$ cat config.mk
export PLATFORM = sky130hd
export DESIGN_NAME = rswd_top
export DESIGN_NICKNAME = d
export VERILOG_FILES = /design/src/hw/rswd_pkg.sv /design/src/hw/rswd_top.sv
export VERILOG_INCLUDE_DIRS = /design/src /design/src/hw
export SDC_FILE = /design/constraint.sdc
export NUM_CORES = 1
export LEC_CHECK = 0
export ABC_CLOCK_PERIOD_IN_PS = 4200
export BUFFER_PORTS_ARGS = -buffer_cell sky130_fd_sc_hd__buf_2
export CAP_MARGIN = 20
export CORE_MARGIN = 2
export CORE_UTILIZATION = 50
export DETAILED_ROUTE_END_ITERATION = 8
export PLACE_DENSITY = 0.65
export REMOVE_ABC_BUFFERS = 1
export SLEW_MARGIN = 20
export SYNTH_ARGS = -nofsm -noshare
export SYNTH_HDL_FRONTEND = slang
export SYNTH_SLANG_ARGS = --single-unit
$ cat constraint.sdc
create_clock -name i_clk -period 4.2 [get_ports i_clk]
set_input_delay 1.26 -clock i_clk [delete_from_list [all_inputs] [get_ports i_clk]]
set_output_delay 1.26 -clock i_clk [all_outputs]
set_load 0.01 [all_outputs]
$ cat src/hw/rswd_params.svh
// constants for the reset and watchdog block
`ifndef RSWD_PARAMS_SVH
`define RSWD_PARAMS_SVH
`define RSWD_CLK_HZ 25000000
`define RSWD_CLK_MHZ 25
`define RSWD_WDOSC_HZ 128000
`define RSWD_STARTUP_US 64
`define RSWD_DROP_MIN_NS 2000
`define RSWD_EXT_MIN_NS 2500
`define RSWD_UNLOCK_CYC 3'h4
`define RSWD_TO_BASE 22'h000800
`define RSWD_PER_MAX 4'h9
`define RSWD_A_FLAGS 2'h0
`define RSWD_A_CTL 2'h1
`define RSWD_A_ODD 2'h2
`define RSWD_F_POR 0
`define RSWD_F_EXT 1
`define RSWD_F_DROP 2
`define RSWD_F_DOG 3
`define RSWD_F_USB 5
`define RSWD_C_IRQF 7
`define RSWD_C_IRQEN 6
`define RSWD_C_PER3 5
`define RSWD_C_UNLOCK 4
`define RSWD_C_RSTEN 3
`define RSWD_O_EFLAG 2
`define RSWD_O_EEN 3
`endif

$ cat src/hw/rswd_pkg.sv
// types for the reset and watchdog block
package rswd_pkg;
	typedef enum logic [1:0] {
		RSWD_STOP = 2'b00,
		RSWD_IRQ = 2'b01,
		RSWD_RST = 2'b10,
		RSWD_BOTH = 2'b11
	} rswd_mode_t;
endpackage

$ cat src/hw/rswd_top.sv
// reset aggregation, start-up stretch and watchdog timer
`timescale 1ns/1ns
`include "rswd_params.svh"
// Function
// - five reset requests each reset the controller
// - long low on external pin resets even without clock
// - watchdog reset is a one-cycle pulse; delay starts after it
// - reset held until start-up delay expires after release
// - power-on request reasserts reset at once, no delay
// - enabled brown-out detector asserts reset when supply drops
// - brown-out shorter than minimum duration is ignored
// - USB bus reset resets processor, USB stays attached
// - watchdog counts ticks of a slow oscillator tick divided down from the clock
// - early warning interrupt at first time-out value
// - interrupt or reset at twice the time-out value
// - restart clears the counter; software restarts in time
// - combined mode: interrupt first, then next double time-out resets
// - always-on fuse forces reset-only mode
// - protected change only by one write within four cycles
// - prescaler periods from shortest to longest, even factors
// - odd divider on oscillator in series with prescaler
// - odd divider writable only while unlocked; reset enable stays
// - watchdog interrupt can wake from sleep
// - change unlock self-clears four cycles after set
// - reset enable reads one while dog reset flag set
// - each source sets its flag; write zero clears, power-on clears all but its own
// - combined mode vector entry clears flag and interrupt enable
module rswd_top #(
	parameter int STARTUP_CYCLES = `RSWD_STARTUP_US * `RSWD_CLK_MHZ,
	parameter int OSC_CYCLES = `RSWD_CLK_HZ / `RSWD_WDOSC_HZ,
	parameter logic [21:0] TO_BASE = `RSWD_TO_BASE
) (
	input wire logic i_clk,
	input wire logic i_rst_b,
	input wire logic [1:0] i_addr,
	input wire logic [7:0] i_wdata,
	input wire logic i_wr,
	input wire logic i_rd,
	output logic [7:0] o_rdata,
	input wire logic i_por_below,
	input wire logic i_ext_rst_b,
	input wire logic i_drop_below,
	input wire logic i_drop_det_en,
	input wire logic i_usb_en,
	input wire logic i_usb_rst_mcu_en,
	input wire logic i_usb_bus_rst,
	input wire logic i_always_on_fuse,
	input wire logic i_wdr,
	input wire logic i_irq_ack,
	output logic o_sys_rst,
	output logic o_wdt_irq,
	output logic o_wake,
	output rswd_pkg::rswd_mode_t o_wd_mode
);
	import rswd_pkg::*;

	localparam int DROP_CYC = (`RSWD_DROP_MIN_NS * `RSWD_CLK_MHZ + 999) / 1000;
	localparam int EXT_CYC = (`RSWD_EXT_MIN_NS * `RSWD_CLK_MHZ + 999) / 1000;
	localparam int OSC_DIV = OSC_CYCLES;
	localparam logic [15:0] STARTUP = 16'(STARTUP_CYCLES);
	localparam logic [7:0] DROP_MAX = 8'(DROP_CYC);
	localparam logic [7:0] EXT_MAX = 8'(EXT_CYC);
	localparam logic [7:0] OSC_LAST = 8'(OSC_DIV - 1);

	function automatic logic [21:0] timeout_of(input logic [3:0] per);
		logic [3:0] p;
		p = (per > `RSWD_PER_MAX) ? `RSWD_PER_MAX : per;
		timeout_of = TO_BASE << p;
	endfunction

	function automatic logic [2:0] odd_last(input logic [1:0] sel);
		odd_last = {sel, 1'b0};
	endfunction

	logic [7:0] ext_cnt_reg, ext_cnt_next;
	logic [7:0] drop_cnt_reg, drop_cnt_next;
	logic [15:0] dly_reg, dly_next;
	logic [5:0] flags_reg, flags_next;
	logic wd_pulse_reg;
	logic irq_flag_reg, irq_flag_next;
	logic irq_en_reg, irq_en_next;
	logic rst_en_reg, rst_en_next;
	logic [3:0] period_reg, period_next;
	logic [1:0] odd_sel_reg, odd_sel_next;
	logic early_en_reg, early_en_next;
	logic early_flag_reg, early_flag_next;
	logic [2:0] unlock_reg, unlock_next;
	logic [7:0] osc_cnt_reg;
	logic [2:0] odd_cnt_reg;
	logic [21:0] wd_cnt_reg, wd_cnt_next;
	logic [7:0] rdata_next;

	// reset sources
	wire ext_req = (ext_cnt_reg == EXT_MAX);
	wire drop_req = (drop_cnt_reg == DROP_MAX);
	wire usb_req = i_usb_en & i_usb_rst_mcu_en & i_usb_bus_rst;
	wire req_any = i_por_below | ext_req | drop_req | usb_req;
	wire int_rst = req_any | wd_pulse_reg | (dly_reg != 16'h0000);
	// raw pin and power-on terms bypass the clock so a stopped clock still resets
	assign o_sys_rst = int_rst | ~i_ext_rst_b;

	assign ext_cnt_next = i_ext_rst_b ? 8'h00 :
		(ext_req ? ext_cnt_reg : ext_cnt_reg + 8'h01);
	wire drop_low = i_drop_below & i_drop_det_en;
	assign drop_cnt_next = !drop_low ? 8'h00 :
		(drop_req ? drop_cnt_reg : drop_cnt_reg + 8'h01);
	// reload while any request or the watchdog pulse stands
	assign dly_next = (req_any | wd_pulse_reg) ? STARTUP :
		((dly_reg != 16'h0000) ? dly_reg - 16'h0001 : 16'h0000);

	// status flags, set beats write clear
	wire wr_flags = i_wr & (i_addr == `RSWD_A_FLAGS);
	wire [5:0] flag_keep = wr_flags ? (flags_reg & i_wdata[5:0]) : flags_reg;
	wire [5:0] flag_set = {usb_req, 1'b0, wd_pulse_reg, drop_req, ext_req, i_por_below};
	// power-on wipes the other flags; its own flag only by software
	wire [5:0] flag_por_mask = i_por_below ? 6'h01 : 6'h3F;
	assign flags_next = ((flag_keep & flag_por_mask) | flag_set) & 6'h2F;
	wire dog_flag = flags_reg[`RSWD_F_DOG];

	// control and timed sequence
	wire rst_en_eff = i_always_on_fuse | dog_flag | rst_en_reg;
	wire irq_en_eff = ~i_always_on_fuse & irq_en_reg;
	assign o_wd_mode = rswd_mode_t'({rst_en_eff, irq_en_eff});
	wire unlocked = (unlock_reg != 3'h0);
	wire wr_ctl = i_wr & (i_addr == `RSWD_A_CTL);
	wire wr_odd = i_wr & (i_addr == `RSWD_A_ODD);
	wire arm = wr_ctl & i_wdata[`RSWD_C_UNLOCK] & i_wdata[`RSWD_C_RSTEN];
	wire prot = wr_ctl & unlocked & ~i_wdata[`RSWD_C_UNLOCK];

	assign unlock_next = int_rst ? 3'h0 : arm ? `RSWD_UNLOCK_CYC :
		prot ? 3'h0 : (unlocked ? unlock_reg - 3'h1 : 3'h0);
	// a locked write may only raise the reset enable
	// the dog flag pins the enable so it survives clearing that flag
	assign rst_en_next = int_rst ? 1'b0 :
		dog_flag ? 1'b1 :
		prot ? i_wdata[`RSWD_C_RSTEN] :
		((wr_ctl & i_wdata[`RSWD_C_RSTEN]) | rst_en_reg);
	assign period_next = int_rst ? 4'h0 :
		prot ? {i_wdata[`RSWD_C_PER3], i_wdata[2:0]} : period_reg;
	// divider load keeps the unlock running, so a protected control write can follow
	assign odd_sel_next = int_rst ? 2'h0 :
		(wr_odd & unlocked) ? i_wdata[1:0] : odd_sel_reg;
	assign early_en_next = int_rst ? 1'b0 :
		wr_odd ? i_wdata[`RSWD_O_EEN] : early_en_reg;

	// clock-derived oscillator tick; the rate is approximate, a limitation
	wire osc_tick = (osc_cnt_reg == OSC_LAST);
	wire odd_end = (odd_cnt_reg == odd_last(odd_sel_reg));
	wire wd_tick = osc_tick & odd_end;
	wire running = rst_en_eff | irq_en_eff | early_en_reg;
	wire [21:0] to_val = timeout_of(period_reg);
	wire [21:0] to_dbl = {to_val[20:0], 1'b0};
	wire [21:0] cnt_inc = wd_cnt_reg + 22'h000001;
	wire early_hit = wd_tick & running & early_en_reg & (cnt_inc == to_val);
	wire dbl_hit = wd_tick & running & (cnt_inc == to_dbl);
	// pending flag in combined mode means the vector was missed
	wire fire_rst = dbl_hit & rst_en_eff & (~irq_en_eff | irq_flag_reg);
	wire fire_irq = dbl_hit & irq_en_eff & ~fire_rst;

	assign wd_cnt_next = (int_rst | i_wdr | ~running) ? 22'h000000 :
		(!wd_tick ? wd_cnt_reg : (dbl_hit ? 22'h000000 : cnt_inc));

	wire irq_clr = i_irq_ack | (wr_ctl & i_wdata[`RSWD_C_IRQF]);
	assign irq_flag_next = int_rst ? 1'b0 : fire_irq ? 1'b1 :
		(irq_clr ? 1'b0 : irq_flag_reg);
	wire combined = irq_en_eff & rst_en_eff;
	assign irq_en_next = int_rst ? 1'b0 :
		(i_irq_ack & combined) ? 1'b0 :
		(wr_ctl ? i_wdata[`RSWD_C_IRQEN] : irq_en_reg);
	wire eflag_clr = i_irq_ack | (wr_odd & i_wdata[`RSWD_O_EFLAG]);
	assign early_flag_next = int_rst ? 1'b0 : early_hit ? 1'b1 :
		(eflag_clr ? 1'b0 : early_flag_reg);

	// interrupt is a level that also serves as the wake request
	assign o_wdt_irq = (irq_flag_reg & irq_en_eff) | (early_flag_reg & early_en_reg);
	assign o_wake = o_wdt_irq;

	// register read, data valid only in the cycle after the strobe
	wire [7:0] rd_flags = {2'h0, flags_reg};
	wire [7:0] rd_ctl = {irq_flag_reg, irq_en_eff, period_reg[3], unlocked,
		rst_en_eff, period_reg[2:0]};
	wire [7:0] rd_odd = {4'h0, early_en_reg, early_flag_reg, odd_sel_reg};
	assign rdata_next = !i_rd ? 8'h00 :
		(i_addr == `RSWD_A_FLAGS) ? rd_flags :
		(i_addr == `RSWD_A_CTL) ? rd_ctl :
		(i_addr == `RSWD_A_ODD) ? rd_odd : 8'h00;

	always_ff @(posedge i_clk or negedge i_rst_b) begin
		if (!i_rst_b) begin
			ext_cnt_reg <= 8'h00;
			drop_cnt_reg <= 8'h00;
			dly_reg <= STARTUP;
			flags_reg <= 6'h01;
			wd_pulse_reg <= 1'b0;
		end else begin
			ext_cnt_reg <= ext_cnt_next;
			drop_cnt_reg <= drop_cnt_next;
			dly_reg <= dly_next;
			flags_reg <= flags_next;
			wd_pulse_reg <= fire_rst;
		end
	end

	always_ff @(posedge i_clk or negedge i_rst_b) begin
		if (!i_rst_b) begin
			irq_flag_reg <= 1'b0;
			irq_en_reg <= 1'b0;
			rst_en_reg <= 1'b0;
			period_reg <= 4'h0;
			odd_sel_reg <= 2'h0;
			early_en_reg <= 1'b0;
			early_flag_reg <= 1'b0;
			unlock_reg <= 3'h0;
		end else begin
			irq_flag_reg <= irq_flag_next;
			irq_en_reg <= irq_en_next;
			rst_en_reg <= rst_en_next;
			period_reg <= period_next;
			odd_sel_reg <= odd_sel_next;
			early_en_reg <= early_en_next;
			early_flag_reg <= early_flag_next;
			unlock_reg <= unlock_next;
		end
	end

	always_ff @(posedge i_clk or negedge i_rst_b) begin
		if (!i_rst_b) begin
			osc_cnt_reg <= 8'h00;
			odd_cnt_reg <= 3'h0;
			wd_cnt_reg <= 22'h000000;
			o_rdata <= 8'h00;
		end else begin
			osc_cnt_reg <= osc_tick ? 8'h00 : osc_cnt_reg + 8'h01;
			if (osc_tick) begin
				odd_cnt_reg <= odd_end ? 3'h0 : odd_cnt_reg + 3'h1;
			end
			wd_cnt_reg <= wd_cnt_next;
			o_rdata <= rdata_next;
		end
	end
endmodule

---- Word-level counts from Yosys, hierarchy flattened ----
Cells that the tools add are included.
word-level totals
  bits in registers ....................... 93
  bits of input ports ..................... 24
  output and inout bits ................... 13
  logic and storage cells ................. 140
cells by class
  add/sub/neg operators ................... 7
  magnitude comparators ................... 1
  equality and inequality tests ........... 10
  shift operators ......................... 1
  muxes and demuxes ....................... 40
  bitwise operators ....................... 54
  reductions and logical operators ........ 10
operators by type and width
  kind                   count
  $mux 22                3
  $mux 8                 8
  $eq 22x22->1           2
  $mux 16                2
  $and 1x1->1            28
  $add 8x1->8 const B    3
  $add 22x1->22 const B  1
  $shl 12x4->22 const A  1
  $or 1x1->1             17
  $eq 8x6->1 const B     2
  $mux 4                 4
  $reduce_bool 16->1     1
  $sub 16x1->16 const B  1
  $mux 3                 5
  $mux 1                 14
  $and 6x6->6            2
  $mux 6                 2
  $reduce_bool 3->1      4
  $eq 8x8->1 const B     1
  $reduce_bool 2->1      4
  $not 1->1              6
  $or 6x6->6             1
  $gt 4x4->1 const B     1
  $mux 2                 2
  other kinds (7)        8

---- Logic depth before layout (Yosys ltp) ----
Gate-level depths: netlist (run 1).
  word-level depth ........................ 12
  depth in mapped cells ................... 12

---- Worst setup path before layout (run 1) ----
Ideal clock, no wire load.
  path type ............................... input to output
  start point ............................. input i_always_on_fuse
  end point ............................... output o_wd_mode[1]
  data arrival time ....................... 1.897 ns
  data required time ...................... 2.940 ns
  path slack .............................. 1.043 ns
  stages on the path ...................... 3
  cell sequence ........................... or3_1 -> clkbuf_1 -> buf_4
between the ends
  word-level cells in the longest chain between the ends .. 2
ends and longest elaborated chain
  what                      RTL line         RTL
  start: declaration        rswd_top.sv:47   input wire logic i_always_on_fuse,
  $or 1x1->1 (2 in series)  rswd_top.sv:121  wire rst_en_eff = i_always_on_fuse | dog_flag | rst_en_reg;
  end: declaration          rswd_top.sv:53   output rswd_pkg::rswd_mode_t o_wd_mode
Every way passes these cells.

---- Final worst setup path (run 1) ----
  start point ............................. register dly_reg[0]
  end point ............................... output o_sys_rst
between the ends
  word-level cells in the longest chain between the ends .. 3
ends and longest elaborated chain
  what                      RTL line         RTL
  start: declaration        rswd_top.sv:77   logic [15:0] dly_reg, dly_next;
  start signal: assignment  rswd_top.sv:198  dly_reg <= dly_next;
  $reduce_bool 16->1        rswd_top.sv:98   wire int_rst = req_any | wd_pulse_reg | (dly_reg != 16'h0000);
  $or 1x1->1                rswd_top.sv:98
  $or 1x1->1                rswd_top.sv:100  assign o_sys_rst = int_rst | ~i_ext_rst_b;
  end: declaration          rswd_top.sv:50   output logic o_sys_rst,
Every way passes these cells.

==> results of run 1 <==
## metal layers
layer  wire, um  vias to the layer above  part of all wire, %  track usage, %
met5          0                        -                    0               0
met2       6290                      108                   48            38.7
met4        170                        0                  1.3            6.06
met3        583                       14                  4.5            5.75
met1       5980                     2251                   46            30.7
li1           -                     2232                    -               -
## cell usage after synthesis, types with 2 or more instances
cell type | instances | area share [%]
dfrtp_1 | 89 | 40
nor2_1 | 76 | 5.1
nand2_1 | 49 | 3.3
xnor2_1 | 31 | 4.8
nand3_1 | 29 | 2.6
o21ai_0 | 29 | 2.6
xor2_1 | 27 | 4.2
a21oi_1 | 20 | 1.8
nand4_1 | 19 | 2.1
inv_1 | 18 | 1.2
clkbuf_1 | 17 | 1.1
nor4_1 | 15 | 1.7
mux2i_1 | 13 | 2.3
or3_1 | 13 | 1.4
ha_1 | 11 | 2.5
nand2b_1 | 11 | 1.2
nor2_2 | 11 | 1.2
nor3_1 | 11 | 0.98
and2_1 | 9 | 1.0
and3_1 | 9 | 1.0
nor2b_1 | 8 | 0.89
a211oi_1 | 6 | 0.80
and4_1 | 6 | 0.94
buf_2 | 5 | 0.45
or4_1 | 5 | 0.67
buf_4 | 4 | 0.54
buf_6 | 4 | 0.80
dfstp_2 | 4 | 1.9
o211ai_1 | 4 | 0.54
a2111oi_0 | 3 | 0.47
a32oi_1 | 3 | 0.47
nand3b_1 | 3 | 0.40
nor3b_1 | 3 | 0.40
or2b_1 | 3 | 0.40
a21o_1 | 2 | 0.27
a221oi_1 | 2 | 0.31
a31oi_1 | 2 | 0.22
buf_1 | 2 | 0.13
mux2_2 | 2 | 0.40
o311ai_1 | 2 | 0.31
o31ai_1 | 2 | 0.27
or3b_2 | 2 | 0.31
or4b_1 | 2 | 0.36
## metrics by stage
| stage | instances | area (um2) |
|---|---|---|
| floorplan | 586 | 5440 |
| global placement | 770 | 5860 |
| detailed placement | 770 | 5860 |
| CTS | 786 | 6050 |
| global route | 786 | 6050 |
| finish | 786 | 6050 |
## final timing paths
path	startpoint	end	slack [ps]	cells after the start
setup reg to reg	wd_cnt_reg[0]$_DFFE_PN0P_	wd_cnt_reg[18]$_DFFE_PN0P_	850	10
hold / removal	dly_reg[0]$_DFF_PN0_	dly_reg[0]$_DFF_PN0_	490	1
hold reg to reg	dly_reg[0]$_DFF_PN0_	dly_reg[0]$_DFF_PN0_	490	1
max in group asynchronous	i_rst_b	dly_reg[6]$_DFF_PN1_	2440	2
setup / recovery	dly_reg[0]$_DFF_PN0_	o_sys_rst	510	7
min in group asynchronous	i_rst_b	osc_cnt_reg[4]$_DFF_PN0_	920	1
## cells by family after synthesis
| kind of cell | synth area share, % |
|---|---|
| buffers and inverters | 4.26 |
| XOR/XNOR | 9.46 |
| AO/OA/AOI/OAI | 11.0 |
| flip-flops | 41.6 |
| adder cells (fa/ha/maj) | 2.45 |
| multiplexers | 2.97 |
| AND/OR/NAND/NOR | 28.3 |
## power by group
group	internal, mW	switching [mW]
Clock	0.242	0.347
Combinational	0.0453	0.0718
Sequential	0.917	0.0195
## cell type report
type | count | share of cell area, %
clock buffers | 10 | 2.28
clock inverters | 6 | 0.869
inverters | 18 | 1.12
multi-input cells | 475 | 50.3
flip-flops and latches | 93 | 38.6
well taps | 140 | 2.90
repair buffers | 44 | 4.01
## worst register-to-register path, stage by stage (launching register included)
cell      delay (ps)
dfrtp_1          500
ha_1             300
nand3_1          220
or4_1            610
nor2_1           190
xnor2_1          320
mux2i_2          420
nand2_4          140
o31ai_4          180
buf_4            250
o211ai_1         100
==> flow_metrics.tcl, run 1 <==
set metrics [dict create \
    seqCellArea_mm2 0.00233 \
    fill_cells 1013 \
    worstMarginPinSlew_ps 762 \
    drc_errors 0 \
    ant_nets 0 \
    slew_viol_final 0 \
    n_antenna_cell 0 \
    ys_ff_latch 93 \
    overflow 0 \
    place_ws_ps 797 \
    setup_viol 0 \
    fin_crit_ps 3690 \
    fin_ws_ps 513 \
    drt_pass1_iterations 5 \
    numCtsBuffers 9 \
    dp_hpwl_um 9600 \
    crit_family "simple AND/OR/NAND/NOR gates" \
    worst_ir_drop_vdd_v 0.000245 \
    syn_to_final_growth_pct 7.78 \
    synth_edf_count 0 \
    critical_path_class "flip-flop to output port" \
    die_h_um 110 \
    end_kind "output port" \
    antenna_found_initial 0 \
    wl_per_cell_um 16.6 \
    total_power_mw 1.64 \
    final_common_cell "dfrtp_1" \
    routed_via_density 5.86 \
    yosys_warnings 0 \
    clkTransAtPathRegs_ps 90 \
    cp.arrival_ps 2430 \
    clock-root-buffer "clkbuf_8" \
    postSynthAreaPerCell_um2 9.08 \
    pin_count 37 \
    crit_path_max_fanout 6 \
    final_util_pct 55.5 \
    grt_use_total_pct 23.4 \
    rows 38 \
    cts_sinks 93 \
    worst-path-buf-inv 2 \
    worstSkewPairLatency_ps 380 \
    grt_pass1_wl_um 22100 \
    core-area_mm2 0.0109 \
    gp_congestion 0.870 \
    rsz0062_at_grt "false" \
    route.vias.total 4605 \
    p_leak_nw 2.52 \
    largest_reg_flops 22 \
    layout_common_cells "dfrtp_1 (89), nor2_1 (76), nand2_1 (49)" \
    final_nets 676 \
    slew_headroom_pct 49.2 \
    cts_tree "yes" \
    status "finished, final reports clean" \
    post-cts-setup-buffers 0 \
    h-tree-depth 3 \
    drt_iter0_markers 439 \
    crit_chain "inv_1, ha_1, nor3b_1, nand3b_1, nor2_2, nand3_1, buf_2" \
    required_ps 2940 \
    start_util_pct 51.5 \
    clockBufferDepth 2 \
    ctsHoldBuffers 0 \
    cts_resized 0 \
    hp-class "flip-flop to flip-flop" \
    grt_max_degree 60 \
    powerDensity_mw_per_mm2 272 \
    cp_slowest_cell "nor3b_1" \
    fmax_mhz 271 \
    hold_slack_ps 490 \
    multiInputGateArea_mm2 0.00304 \
    synthArstFlopShare_pct 100 \
    cp-start-kind "flip-flop" \
    synth_cells 618 \
    tns_ps 0 \
    portBuffers 36 \
    fin_skew_ps 13.4 \
    final_hold_viol_count 0 \
    ys_seq_area_share_pct 41.6 \
    max_stage_delay_ps 460 \
    netlist-cell-type-count 75 \
    netlist_area_mm2 0.00561 \
    dieArea_mm2 0.0121 \
    wirelength_um 13000 \
    grt_pass1_vias 4482 \
    drive_above_1_share_pct 14.2 \
    max_cap_viol_count 0 \
    fin_crit_sh_pct 87.8 \
    synthFlopType "dfrtp_1" \
    die_w_um 110 \
]
No activity file was read; power rests on OpenSTA's default activity.
==> run 2, diff against run 1 <==
--- a/config.mk
+++ b/config.mk
@@ -10,9 +10,9 @@
 export BUFFER_PORTS_ARGS = -buffer_cell sky130_fd_sc_hd__buf_2
 export CAP_MARGIN = 20
 export CORE_MARGIN = 2
-export CORE_UTILIZATION = 50
+export CORE_UTILIZATION = 32
 export DETAILED_ROUTE_END_ITERATION = 8
-export PLACE_DENSITY = 0.65
+export PLACE_DENSITY = 0.45
 export REMOVE_ABC_BUFFERS = 1
 export SLEW_MARGIN = 20
 export SYNTH_ARGS = -nofsm -noshare
==> run 2 against run 1 <==
  * Fmax rose by 1.7%
  * Power grew 15%
  * Sequential power barely moved
  * Final cell count up 11%
  * First-iteration DRC count down 44%
  * Count of clock-buffer cells in the layout up 1
  * Non-clock buffer count is 2 higher
  * Critical path type unchanged
==> flow_metrics.tcl, run 2 (synthesis gave the netlist of run 1 again) <==
set metrics [dict create \
    cts_sinks 93 \
    slew_headroom_pct 52.4 \
    worstSkewPairLatency_ps 350 \
    ant_nets 0 \
    tns_ps 0 \
    final_nets 678 \
    status "finished, final reports clean" \
    max_cap_viol_count 0 \
    antenna_found_initial 0 \
    cts_resized 0 \
    worst-path-buf-inv 2 \
    critical_path_class "flip-flop to output port" \
    required_ps 2940 \
    crit_path_max_fanout 6 \
    r2r-end "wd_cnt_reg[18]$_DFFE_PN0P_" \
    start_util_pct 32.5 \
    drt_pass1_iterations 4 \
    wl_per_cell_um 16.4 \
    grt_max_degree 47 \
    final_common_cell "dfrtp_1" \
    drive_above_1_share_pct 14.4 \
    routed_via_density 5.21 \
    crit_family "simple AND/OR/NAND/NOR gates" \
    grt_use_total_pct 16.5 \
    drc_errors 0 \
    die_w_um 136 \
    reg2reg_depth 9 \
    clkTransAtPathRegs_ps 70 \
    drt_iter0_markers 245 \
    final_hold_viol_count 0 \
    fill_cells 1765 \
    max_stage_delay_ps 470 \
    r2r_slack_ps 920 \
    overflow 0 \
    end_kind "output port" \
    portBuffers 36 \
    hold_slack_ps 482 \
    pin_count 37 \
    gp_congestion 0.863 \
    setup_viol 0 \
    hp-class "flip-flop to flip-flop" \
    ctsHoldBuffers 0 \
    clockBufferDepth 2 \
    worstMarginPinSlew_ps 705 \
    dieArea_mm2 0.0186 \
    wirelength_um 14300 \
    p_leak_nw 2.57 \
    worst_ir_drop_vdd_v 0.000208 \
    min_path_cells 1 \
    grt_pass1_vias 4594 \
    clock-root-buffer "clkbuf_16" \
    dp_hpwl_um 10600 \
    hold_end "flags_reg[3]$_DFF_PN0_" \
    rows 48 \
    rsz0062_at_grt "false" \
    post-cts-setup-buffers 0 \
    crit_start "dly_reg[0]$_DFF_PN0_" \
    fin_crit_sh_pct 86.3 \
    crit_chain "inv_1, ha_1, nor3b_1, nand3b_1, nor2_2, nand3_1, buf_2" \
    route.vias.total 4544 \
    powerDensity_mw_per_mm2 300 \
    fmax_mhz 276 \
    cts_tree "yes" \
    cp_slowest_cell "nor3b_1" \
    grt_pass1_wl_um 24000 \
    fin_crit_ps 3620 \
    cp.arrival_ps 2360 \
    n_antenna_cell 0 \
    numCtsBuffers 9 \
    syn_to_final_growth_pct 11.9 \
    hp-start "wd_pulse_reg$_DFF_PN0_" \
    slew_viol_final 0 \
    largest_reg_flops 22 \
    core-area_mm2 0.0172 \
    fin_skew_ps 8.81 \
    h-tree-depth 3 \
    cp-start-kind "flip-flop" \
    r2r_start "wd_cnt_reg[0]$_DFFE_PN0P_" \
    die_h_um 136 \
    layout_common_cells "dfrtp_1 (89), nor2_1 (76), nand2_1 (49)" \
]
-- run 2: changes by cell type in the layout (fill, tap and decap cells not counted) --
cell	change
bufinv_16	+1
clkbuf_8	-10
inv_8	-1
inv_6	-2
nor4_2	+1
buf_4	+2
nor4_1	-1
clkbuf_16	+9
clkinv_2	+1
clkbuf_1	+2
-- run 2: worst max path at each step --
stage	to	slack, ps	depth (start not counted)
floorplan	wd_cnt_reg[18]$_DFFE_PN0P_	460	10
global placement	o_sys_rst	900	5
detailed placement	wd_cnt_reg[18]$_DFFE_PN0P_	840	10
CTS	o_sys_rst	550	7
global route	o_sys_rst	340	7
finish	o_sys_rst	580	7
-- run 2: power breakdown --
part / total, mW / internal, mW / switching, mW
Combinational: 0.120 / 0.0453 / 0.0749
Clock: 0.826 / 0.464 / 0.362
Sequential: 0.937 / 0.917 / 0.0199
Total: 1.88 / 1.43 / 0.457
-- run 2: stage by stage --
step	worst slack (ps)	area (um2)	cells	total power [mW]	utilization, %
2_1_floorplan	459	5440	586	1.01	-
3_3_place_gp	905	5980	857	1.07	34.7
3_5_place_dp	842	5980	857	1.08	34.7
4_1_cts	554	6280	873	1.92	36.4
5_1_grt	339	6280	873	1.97	36.4
6_report	576	6280	873	1.88	36.4
-- run 2: area by class of cell --
type | count | area [um2] | share of cell area, %
Multi-Input combinational cell | 475 | 3050 | 48.5
Tap cell | 225 | 282 | 4.49
Inverter | 18 | 67.6 | 1.08
Timing Repair Buffer | 46 | 258 | 4.11
Clock buffer | 11 | 233 | 3.71
Clock inverter | 5 | 58.8 | 0.937
Sequential cell | 93 | 2330 | 37.2
-- run 2: metal layers --
layer / wire, um / global-route usage, %
met1: 7090 / 22.5
met3: 579 / 3.69
met5: 0 / 0
met4: 213 / 5.96
met2: 6470 / 25.7
